===== src/rcms_defs.svh =====
// offsets, field positions, reset values and counts for the clock monitor
`ifndef RCMS_DEFS_SVH
`define RCMS_DEFS_SVH
// apb byte addresses
`define RCMS_CTRL_ADDR      8'h00
`define RCMS_MON_A_ADDR     8'h04
`define RCMS_MON_B_ADDR     8'h08
`define RCMS_STATUS_ADDR    8'h0C
`define RCMS_FLAGS_ADDR     8'h10
`define RCMS_MASK_ADDR      8'h14
// ctrl fields
`define RCMS_CTRL_SEL_LO    0
`define RCMS_CTRL_SEL_HI    1
`define RCMS_CTRL_PRI_B     2
`define RCMS_CTRL_REVERT    3
`define RCMS_CTRL_GPIO_LA   4
`define RCMS_CTRL_GPIO_LB   5
`define RCMS_CTRL_GPIO_HO   6
`define RCMS_CTRL_W         7
`define RCMS_CTRL_RST       7'h00
// monitor target width and reset value
`define RCMS_MON_W          17
`define RCMS_MON_RST        17'h00100
// interrupt flags: los a change, los b change, holdover entry
`define RCMS_FLAG_W         3
`define RCMS_MASK_RST       3'h7
// rising edges needed to validate an input
`define RCMS_VAL_EDGES      4'h8
// monitor clock is the oscillator divided by this
`define RCMS_MON_DIV        8
`endif


===== src/rcms_pkg.sv =====
// types and shared helpers for the clock monitor
package rcms_pkg;
  // loop control states
  typedef enum logic [1:0] {
    RCMS_FREE_RUN,
    RCMS_LOCK,
    RCMS_HOLDOVER
  } rcms_state_e;
  // reference_select_field encodings
  typedef enum logic [1:0] {
    RCMS_SEL_AUTO,
    RCMS_SEL_MAN_A,
    RCMS_SEL_MAN_B,
    RCMS_SEL_PIN
  } rcms_sel_e;
  // count has reached the target (target zero behaves as one)
  function automatic logic rcms_expired(input logic [16:0] cnt,
                                        input logic [16:0] tgt);
    rcms_expired = ({1'b0, cnt} + 18'h00001) >= {1'b0, tgt};
  endfunction
  // highest priority valid input: {found, pick_b}
  function automatic logic [1:0] rcms_pick(input logic pri_b,
                                           input logic va,
                                           input logic vb);
    logic pv;
    logic ov;
    pv = pri_b ? vb : va;
    ov = pri_b ? va : vb;
    if (pv) rcms_pick = {1'b1, pri_b};
    else if (ov) rcms_pick = {1'b1, ~pri_b};
    else rcms_pick = 2'h0;
  endfunction
endpackage


===== src/rcms_los_mon.sv =====
// loss-of-signal monitor for one reference input
`timescale 1ns/10ps
`include "rcms_defs.svh"
module rcms_los_mon (
  input  wire logic        clk_in,      // monitor clock
  input  wire logic        rst_in,      // sync reset, high
  input  wire logic        ref_rise_in, // synced reference edge
  input  wire logic [16:0] target_in,   // programmed target
  output logic             soft_out,    // soft alarm
  output logic             los_out      // loss of signal
);
  logic [16:0] cnt_reg;  // monitor clock edge count
  logic [3:0]  val_reg;  // validation edge count
  logic        soft_reg; // soft alarm
  logic        los_reg;  // declared loss
  wire  expire   = rcms_pkg::rcms_expired(cnt_reg, target_in) & ~ref_rise_in;
  wire  val_done = los_reg & ref_rise_in & (val_reg == `RCMS_VAL_EDGES - 4'h1);

  always_ff @(posedge clk_in) begin
    if (rst_in || ref_rise_in || expire) cnt_reg <= 17'h00000;
    else cnt_reg <= cnt_reg + 17'h00001;
  end

  always_ff @(posedge clk_in) begin
    if (rst_in) soft_reg <= 1'b0;
    else if (expire) soft_reg <= 1'b1;
    else if (ref_rise_in && !los_reg) soft_reg <= 1'b0;
    else if (val_done) soft_reg <= 1'b0;
  end

  // second expiry declares loss, held until validated
  // reset to lost: an input must earn eight edges before use
  always_ff @(posedge clk_in) begin
    if (rst_in) los_reg <= 1'b1;
    else if (expire && soft_reg) los_reg <= 1'b1;
    else if (val_done) los_reg <= 1'b0;
  end

  always_ff @(posedge clk_in) begin
    if (rst_in || !los_reg || expire || val_done) val_reg <= 4'h0;
    else if (ref_rise_in) val_reg <= val_reg + 4'h1;
  end

  assign soft_out = soft_reg;
  assign los_out  = los_reg;
endmodule // rcms_los_mon


===== src/rcms_ref_select.sv =====
// reference monitoring, selection and loop state control with apb registers
//
// Register access over APB and the address map are this design's own decisions.
`timescale 1ns/10ps
`include "rcms_defs.svh"
module rcms_ref_select (
  input  wire logic        clk_in,              // monitor clock, 100 mhz
  input  wire logic        srst_in,             // sync reset, high
  input  wire logic        master_reset_low_in, // master reset pin, low
  input  wire logic        ref_input_a_in,      // reference input a
  input  wire logic        ref_input_b_in,      // reference input b
  input  wire logic        clock_select_pin_in, // clock select pin
  input  wire logic        psel,                // apb select
  input  wire logic        penable,             // apb enable
  input  wire logic        pwrite,              // apb direction
  input  wire logic [7:0]  paddr,               // apb byte address
  input  wire logic [31:0] pwdata,              // apb write data
  output logic      [31:0] prdata,              // apb read data
  output logic             pready,              // apb ready
  output logic             pslverr,             // apb error
  output logic             lock_out,            // loop locked
  output logic             holdover_out,        // loop in holdover
  output logic             ref_b_active_out,    // input b selected
  output logic             track_freeze_out,    // freeze tracking
  output logic             los_a_gpio_out,      // routed los a
  output logic             los_b_gpio_out,      // routed los b
  output logic             hold_gpio_out,       // routed holdover alarm
  output logic             interrupt_request_pin_out,    // driven level
  output logic             interrupt_request_pin_oe_out  // drive enable
);
  // ---------------- reset and pin synchronisers
  logic       mrst_s1_reg;  // master reset, first stage
  logic       mrst_s2_reg;  // master reset, second stage
  logic [2:0] ra_sync_reg;  // input a sync + edge history
  logic [2:0] rb_sync_reg;  // input b sync + edge history
  logic [1:0] clock_select_pin_sync_reg; // select pin sync

  // pin reset passes two flops; reset to released
  always_ff @(posedge clk_in) begin
    if (srst_in) begin
      mrst_s1_reg <= 1'b1;
      mrst_s2_reg <= 1'b1;
    end else begin
      mrst_s1_reg <= master_reset_low_in;
      mrst_s2_reg <= mrst_s1_reg;
    end
  end

  wire rst = srst_in | ~mrst_s2_reg;

  // two-flop sync, edge taken after stage two
  always_ff @(posedge clk_in) begin
    ra_sync_reg   <= {ra_sync_reg[1:0], ref_input_a_in};
    rb_sync_reg   <= {rb_sync_reg[1:0], ref_input_b_in};
    clock_select_pin_sync_reg <= {clock_select_pin_sync_reg[0], clock_select_pin_in};
  end

  // edge detect reads stages two and three only
  wire rise_a = ra_sync_reg[1] & ~ra_sync_reg[2];
  wire rise_b = rb_sync_reg[1] & ~rb_sync_reg[2];

  // ---------------- registers
  logic [`RCMS_CTRL_W-1:0] ctrl_reg;  // control
  logic [`RCMS_MON_W-1:0]  mon_a_reg; // monitor target a
  logic [`RCMS_MON_W-1:0]  mon_b_reg; // monitor target b
  logic [`RCMS_FLAG_W-1:0] flag_reg;  // sticky event flags
  logic [`RCMS_FLAG_W-1:0] mask_reg;  // 1 masks a flag
  logic [`RCMS_FLAG_W-1:0] flag_next; // flags after update

  // ---------------- monitors
  logic soft_a; // soft alarm a
  logic soft_b; // soft alarm b
  logic los_a;  // loss a
  logic los_b;  // loss b

  // one monitor per input on the monitor clock
  rcms_los_mon u_mon_a (
    .clk_in      (clk_in),
    .rst_in      (rst),
    .ref_rise_in (rise_a),
    .target_in   (mon_a_reg),
    .soft_out    (soft_a),
    .los_out     (los_a)
  );
  rcms_los_mon u_mon_b (
    .clk_in      (clk_in),
    .rst_in      (rst),
    .ref_rise_in (rise_b),
    .target_in   (mon_b_reg),
    .soft_out    (soft_b),
    .los_out     (los_b)
  );

  // ---------------- selection
  rcms_pkg::rcms_state_e state_reg;  // loop state
  rcms_pkg::rcms_state_e state_next; // next loop state
  logic sel_b_reg;   // active reference is b
  logic sel_b_next;  // next active reference
  logic los_a_d_reg; // previous loss a
  logic los_b_d_reg; // previous loss b

  wire [1:0] sel_mode = ctrl_reg[`RCMS_CTRL_SEL_HI:`RCMS_CTRL_SEL_LO];
  wire       pri_b    = ctrl_reg[`RCMS_CTRL_PRI_B];
  wire       revert   = ctrl_reg[`RCMS_CTRL_REVERT];
  wire       valid_a  = ~los_a;
  wire       valid_b  = ~los_b;
  wire       is_auto  = sel_mode == rcms_pkg::RCMS_SEL_AUTO;
  wire       cur_ok   = sel_b_reg ? valid_b : valid_a;
  // single priority bit ranks the inputs
  wire [1:0] best     = rcms_pkg::rcms_pick(pri_b, valid_a, valid_b);
  // pin mode: synced pin picks the input
  wire       man_b    = (sel_mode == rcms_pkg::RCMS_SEL_MAN_B) |
                        ((sel_mode == rcms_pkg::RCMS_SEL_PIN) & clock_select_pin_sync_reg[1]);

  // choose next active reference
  always_comb begin
    sel_b_next = sel_b_reg;
    if (!is_auto) begin
      // manual or pin mode: fixed by the select field or the synced select pin only
      sel_b_next = man_b;
    end else if (!cur_ok || state_reg == rcms_pkg::RCMS_FREE_RUN) begin
      // failure or power-up: best valid input
      if (best[1]) sel_b_next = best[0];
    end else if (revert && best[1] && best[0] != sel_b_reg) begin
      sel_b_next = best[0];
    end
  end

  wire next_ok = sel_b_next ? valid_b : valid_a;

  // loop state transitions
  always_comb begin
    state_next = state_reg;
    unique case (state_reg)
      // wait in free-run, lock once validated
      rcms_pkg::RCMS_FREE_RUN: if (next_ok) state_next = rcms_pkg::RCMS_LOCK;
      rcms_pkg::RCMS_LOCK: if (!next_ok) state_next = rcms_pkg::RCMS_HOLDOVER;
      // back to lock once allowed input valid
      rcms_pkg::RCMS_HOLDOVER: if (next_ok) state_next = rcms_pkg::RCMS_LOCK;
      default: state_next = rcms_pkg::RCMS_FREE_RUN;
    endcase
  end

  // state register, switch without leaving lock
  always_ff @(posedge clk_in) begin
    if (rst) begin
      state_reg <= rcms_pkg::RCMS_FREE_RUN;
      sel_b_reg <= 1'b0;
    end else begin
      state_reg <= state_next;
      sel_b_reg <= sel_b_next;
    end
  end

  // ---------------- events
  // holdover entry is its own alarm
  wire hold_enter = (state_next == rcms_pkg::RCMS_HOLDOVER) &
                    (state_reg != rcms_pkg::RCMS_HOLDOVER);
  // any change of loss status is an event
  wire [`RCMS_FLAG_W-1:0] flag_set = {hold_enter, los_b ^ los_b_d_reg,
                                      los_a ^ los_a_d_reg};

  // ---------------- apb
  wire setup    = psel & ~penable;
  wire wr_now   = psel & penable & pready & pwrite;
  wire hit_ctrl = paddr == `RCMS_CTRL_ADDR;
  wire hit_mona = paddr == `RCMS_MON_A_ADDR;
  wire hit_monb = paddr == `RCMS_MON_B_ADDR;
  wire hit_stat = paddr == `RCMS_STATUS_ADDR;
  wire hit_flag = paddr == `RCMS_FLAGS_ADDR;
  wire hit_mask = paddr == `RCMS_MASK_ADDR;
  wire mapped   = hit_ctrl | hit_mona | hit_monb | hit_stat | hit_flag | hit_mask;
  // status: state, active input, alarms
  wire [31:0] status_word = {24'h000000, state_reg == rcms_pkg::RCMS_HOLDOVER,
                             los_b, los_a, soft_b, soft_a, sel_b_reg, state_reg};
  wire [31:0] rd_word = hit_ctrl ? {25'h0, ctrl_reg} :
                        hit_mona ? {15'h0, mon_a_reg} :
                        hit_monb ? {15'h0, mon_b_reg} :
                        hit_stat ? status_word :
                        hit_flag ? {29'h0, flag_reg} :
                        hit_mask ? {29'h0, mask_reg} : 32'h00000000;
  wire [`RCMS_FLAG_W-1:0] flag_clr = (wr_now & hit_flag) ?
                                     pwdata[`RCMS_FLAG_W-1:0] : 3'h0;

  // answer in the cycle after setup, no wait states
  always_ff @(posedge clk_in) begin
    if (rst) begin
      pready  <= 1'b0;
      pslverr <= 1'b0;
      prdata  <= 32'h00000000;
    end else begin
      pready  <= setup;
      pslverr <= setup & ~mapped;
      prdata  <= setup ? rd_word : 32'h00000000;
    end
  end

  // writable registers
  always_ff @(posedge clk_in) begin
    if (rst) begin
      ctrl_reg  <= `RCMS_CTRL_RST;
      mon_a_reg <= `RCMS_MON_RST;
      mon_b_reg <= `RCMS_MON_RST;
      mask_reg  <= `RCMS_MASK_RST;
    end else if (wr_now) begin
      if (hit_ctrl) ctrl_reg <= pwdata[`RCMS_CTRL_W-1:0];
      if (hit_mona) mon_a_reg <= pwdata[`RCMS_MON_W-1:0];
      if (hit_monb) mon_b_reg <= pwdata[`RCMS_MON_W-1:0];
      if (hit_mask) mask_reg <= pwdata[`RCMS_FLAG_W-1:0];
    end
  end

  // sticky flags: a set in the clear cycle wins
  assign flag_next = (flag_reg & ~flag_clr) | flag_set;

  // flag and history registers
  always_ff @(posedge clk_in) begin
    if (rst) begin
      flag_reg    <= 3'h0;
      // history matches the lost state the monitors reset to
      los_a_d_reg <= 1'b1;
      los_b_d_reg <= 1'b1;
    end else begin
      flag_reg    <= flag_next;
      los_a_d_reg <= los_a;
      los_b_d_reg <= los_b;
    end
  end

  // ---------------- registered outputs
  // status pins, freeze on active soft alarm
  always_ff @(posedge clk_in) begin
    if (rst) begin
      lock_out                     <= 1'b0;
      holdover_out                 <= 1'b0;
      ref_b_active_out             <= 1'b0;
      track_freeze_out             <= 1'b0;
      los_a_gpio_out               <= 1'b0;
      los_b_gpio_out               <= 1'b0;
      hold_gpio_out                <= 1'b0;
      interrupt_request_pin_out    <= 1'b0;
      interrupt_request_pin_oe_out <= 1'b0;
    end else begin
      lock_out         <= state_next == rcms_pkg::RCMS_LOCK;
      holdover_out     <= state_next == rcms_pkg::RCMS_HOLDOVER;
      ref_b_active_out <= sel_b_next;
      track_freeze_out <= sel_b_reg ? soft_b : soft_a;
      los_a_gpio_out   <= ctrl_reg[`RCMS_CTRL_GPIO_LA] & los_a;
      los_b_gpio_out   <= ctrl_reg[`RCMS_CTRL_GPIO_LB] & los_b;
      hold_gpio_out    <= ctrl_reg[`RCMS_CTRL_GPIO_HO] &
                          (state_next == rcms_pkg::RCMS_HOLDOVER);
      // open drain: only ever pulls low
      interrupt_request_pin_out    <= 1'b0;
      interrupt_request_pin_oe_out <= |(flag_next & ~mask_reg);
    end
  end
endmodule // rcms_ref_select


===== config.mk =====
export PLATFORM = sky130hd
export DESIGN_NAME = rcms_ref_select
export DESIGN_NICKNAME = d
export VERILOG_FILES = /design/src/rcms_pkg.sv /design/src/rcms_los_mon.sv /design/src/rcms_ref_select.sv
export VERILOG_INCLUDE_DIRS = /design/src
export SDC_FILE = /design/constraint.sdc
export NUM_CORES = 1
export LEC_CHECK = 0
export ABC_CLOCK_PERIOD_IN_PS = 3600
export BUFFER_PORTS_ARGS = -buffer_cell sky130_fd_sc_hd__buf_2
export CAP_MARGIN = 20
export CORE_ASPECT_RATIO = 1.75
export CORE_MARGIN = 2
export CORE_UTILIZATION = 43
export CTS_CLUSTER_SIZE = 24
export DETAILED_ROUTE_END_ITERATION = 6
export PLACE_DENSITY = 0.64
export RECOVER_POWER = 50
export SLEW_MARGIN = 10
export SYNTH_ARGS = -nofsm -noshare
export SYNTH_HDL_FRONTEND = slang
export SYNTH_HIERARCHICAL = 1
export SYNTH_SLANG_ARGS = --single-unit

===== constraint.sdc =====
create_clock -name clk_in -period 3.6 [get_ports clk_in]
set_clock_uncertainty 0.2 [all_clocks]
set_input_delay 0.18 -clock clk_in [delete_from_list [all_inputs] [get_ports clk_in]]
set_output_delay 0.18 -clock clk_in [all_outputs]
set_load 0.02 [all_outputs]

==> metrics <==
Largest delay share family, worst path=buffers and inverters; Post-CTS Setup Repair Bufs=0; Post-synth EDFFs=0; Slowest-stage cell, CP=dlygate4sd3_1; synth unique cells=65; MaxCap Viol Count=0; cell count after placement=974; Final ANT Viol Nets=0; I/O pins=92; final setup vio count=0; synthesized area per cell=8.722 sq um; Peak Freq=297.7 MHz; fin crit share=93.30%; worst stage delay on the critical path=630 ps; area of the multi-input gates=3460 sq um; Worst Setup End Kind=flip-flop; fin. max-slew vios=0; CP Launch Type=primary input; Layout Area Growth over Synthesis=18.57%; Layout Cells excl Fill=1034; number of DRC markers in iteration 0=about 370; total grt overflow=0; DRC=0; crit path DAT=3470 ps; global-route wire length before repair=26300 microns; Post-Syn Area=roughly 6600 sq um; DP Worst Slack=255.8 ps; Net Sw Power=0.8084 mW; minimum clock period=3359 ps; fill cell total of the finished layout=1469; HP Class=primary input to flip-flop; ys async rst share=0%; Port Buf Inserts=60; Top FF cell, synth=dfxtp_1; #FFs+latches synth=134; CP Max Fanout=13; cell-internal power=2.666 mW; Bufs and invs on worst path=5; clk_lat worst skew=410 ps; Least-Margin Pin Slew=1309 ps; DR vias=~5500; row cnt=59; Die H=167.3 microns; VDD IR-drop max=between 200 and 300 uV; clock tree sinks=134; first drt pass iteration count=5; CTS Buf Count=17; status=finished clean; die footprint=~16000 sq um; RSZ-0062 raised after global routing=false; Final #Nets=925; Comb pwr share=5.0%; Wirelength per Cell=15.50 microns; leak pwr=about 3.0 nW; H-tree lvl count=4; vias in the first global route=5348; YS warnings=6; Via density=5.337; WHS=18.34 ps; largest net degree at the start of global routing=37; clock root buffer master=clkbuf_16; CTS tree=yes; FF+latch area=2683 sq um; Overall Global Routing Usage=about a fifth; DRT Wirelength=16030 microns; Clock Power Share=51.7%; sw frac=23.27%; maximum clock path buffer count=2; Mapped Cells=around 750; Hold Violations, Final=0; antenna cells=0; Die W=around 97 microns; Power Density=447.3 nW/um^2; Core ar.=14910 sq um; Routability Congestion=0.8497; Final Worst Setup Slack=~240 ps; Starting Density=about 44%; Crit Path Category=primary input to flip-flop; dpl hpwl=12010 microns; setup_tns=0 ps; Flop pwr share=43.3%; max-slew headroom at the worst pin=12.06%; share of post-route cells with drive strength above 1=11.87%; Seq/Total Area, Yosys=between 40% and 50%; clock transition at the registers of the reported paths=60 ps; initial antenna violation count=0; CP Cell Sequence=dlygate4sd3_1 -> clkbuf_1 -> nor2b_1 -> clkbuf_1 -> nand3b_1 -> dlygate4sd3_1 -> inv_1 -> nand2_1 -> or3_1 -> o2bb2ai_1; CP required=3710 ps
## timing repair
item	4_1_cts	5_1_grt
hold buffers	28	0
resized for setup	0	1
endpoints found under the setup margin	0	12
endpoints found under the hold margin	55	0
## through the flow
step | total power, mW | area, sq um | util, %
3_3_place_gp | 1.687 | 6934 | 46.50
5_1_grt | 3.594 | 7766 | 52.08
3_5_place_dp | 1.688 | 6934 | 46.50
6_report | 3.474 | 7766 | 52.08
2_1_floorplan | 1.644 | 6606 | -
4_1_cts | 3.508 | 7831 | 52.52
## cells in the final DEF (no fill, tap or decap), types with 4 or more instances in the layout
| master | Yosys | final |
|---|---|---|
| a211oi_1 | 5 | 5 |
| a21oi_1 | 42 | 42 |
| a21oi_2 | 9 | 9 |
| a22oi_1 | 9 | 9 |
| a31oi_1 | 5 | 5 |
| and3_1 | 6 | 6 |
| and4_1 | 5 | 5 |
| and4_2 | 7 | 7 |
| buf_2 | 5 | 31 |
| buf_4 | 16 | 6 |
| clkbuf_1 | 15 | 31 |
| clkbuf_16 | 0 | 17 |
| conb_1 | 1 | 16 |
| dfxtp_1 | 134 | 134 |
| dlygate4sd3_1 | 0 | 28 |
| ha_1 | 38 | 38 |
| inv_1 | 47 | 47 |
| inv_6 | 0 | 5 |
| mux2i_1 | 15 | 15 |
| nand2_1 | 114 | 114 |
| nand2b_1 | 7 | 7 |
| nand3_1 | 23 | 25 |
| nand4_1 | 20 | 20 |
| nor2_1 | 47 | 47 |
| nor2b_1 | 8 | 8 |
| nor3_1 | 19 | 20 |
| nor3b_1 | 15 | 15 |
| o21a_1 | 4 | 4 |
| o21ai_0 | 20 | 20 |
| o22ai_1 | 5 | 5 |
| o31ai_1 | 4 | 4 |
| or2_2 | 4 | 4 |
| xnor2_1 | 25 | 25 |
| xor2_1 | 11 | 11 |
## worst reg2reg max path, delay by kind of cell, from the launching register on
kind | cells | cell delay (ps)
flops | 1 | 420
compound gates | 2 | 860
fa+ha+maj | 2 | 560
xor+xnor | 1 | 260
simple gates | 5 | 970
## cell usage after synthesis (5+ instances only)
cell type	number	area, sq um
dfxtp_1	134	2683
and4_1	5	43.79
and4_2	7	70.07
mux2i_1	15	150.1
xnor2_1	25	219.0
nand4_1	20	125.1
buf_4	16	120.1
a31oi_1	5	31.28
a22oi_1	9	67.56
buf_6	5	56.30
nor3_1	19	95.09
o21ai_0	20	100.1
nor2b_1	8	50.05
nor2_1	47	176.4
nand2_1	114	427.9
ha_1	38	475.5
nand3_1	23	115.1
and3_1	6	37.54
clkbuf_1	15	56.30
o22ai_1	5	31.28
inv_1	47	176.4
buf_2	5	25.02
nor3b_1	15	112.6
a21oi_1	42	210.2
xor2_1	11	96.34
a21oi_2	9	78.83
a211oi_1	5	37.54
nand2b_1	7	43.79
## layout make-up
| cell class | instances | area share (%) |
|---|---|---|
| clock buffers | 17 | 5.478 |
| clock inverters | 15 | 2.465 |
| inverters | 47 | 2.272 |
| multi-input cells | 541 | 44.55 |
| flip-flops and latches | 134 | 34.54 |
| well taps | 183 | 2.948 |
| repair buffers | 97 | 7.749 |
## per-layer routing
| layer | share of wire, % | routed length (microns) | GRT usage, % |
|---|---|---|---|
| met1 | 39 | 6249 | 21.65 |
| met2 | 54 | 8630 | 37.14 |
| met3 | 3.0 | 473 | 3.381 |
| met4 | 4.2 | 674 | 9.722 |
| met5 | 0 | 0 | 0 |
## cell families (layout without fill, tap and decap cells)
logic type	after synthesis	count (layout)	synth area share, %
multiplexers	15	15	2.292
AND/OR/NAND/NOR	298	298	23.71
AO/OA/AOI/OAI	138	138	14.12
XOR/XNOR	36	36	4.814
other	1	16	0.05725
buffers and inverters	91	176	6.800
flip-flops	134	134	40.96
adder cells (fa/ha/maj)	38	38	7.259
## path summary, 6_finish.rpt
path | cells after the start | slack, ps | endpoint | start
hold reg to reg | 0 | 130 | clock_select_pin_sync_reg[1] | clock_select_pin_sync_reg[0]
setup reg to reg | 10 | 280 | u_mon_a/cnt_reg[15] | u_mon_a/cnt_reg[0]
setup / recovery | 10 | 240 | prdata[4] | srst_in
hold / removal | 4 | 20 | pslverr | paddr[7]
## power groups by stage
stage               Clock [mW]  Sequential [mW]  Combinational (mW)
detailed placement           0             1.54               0.152
global route              1.90             1.50               0.188
global placement             0             1.54               0.151
CTS                       1.83             1.50               0.175
floorplan                    0             1.54               0.108
finish                    1.80             1.50               0.173
(Power assumes the default switching activity.)
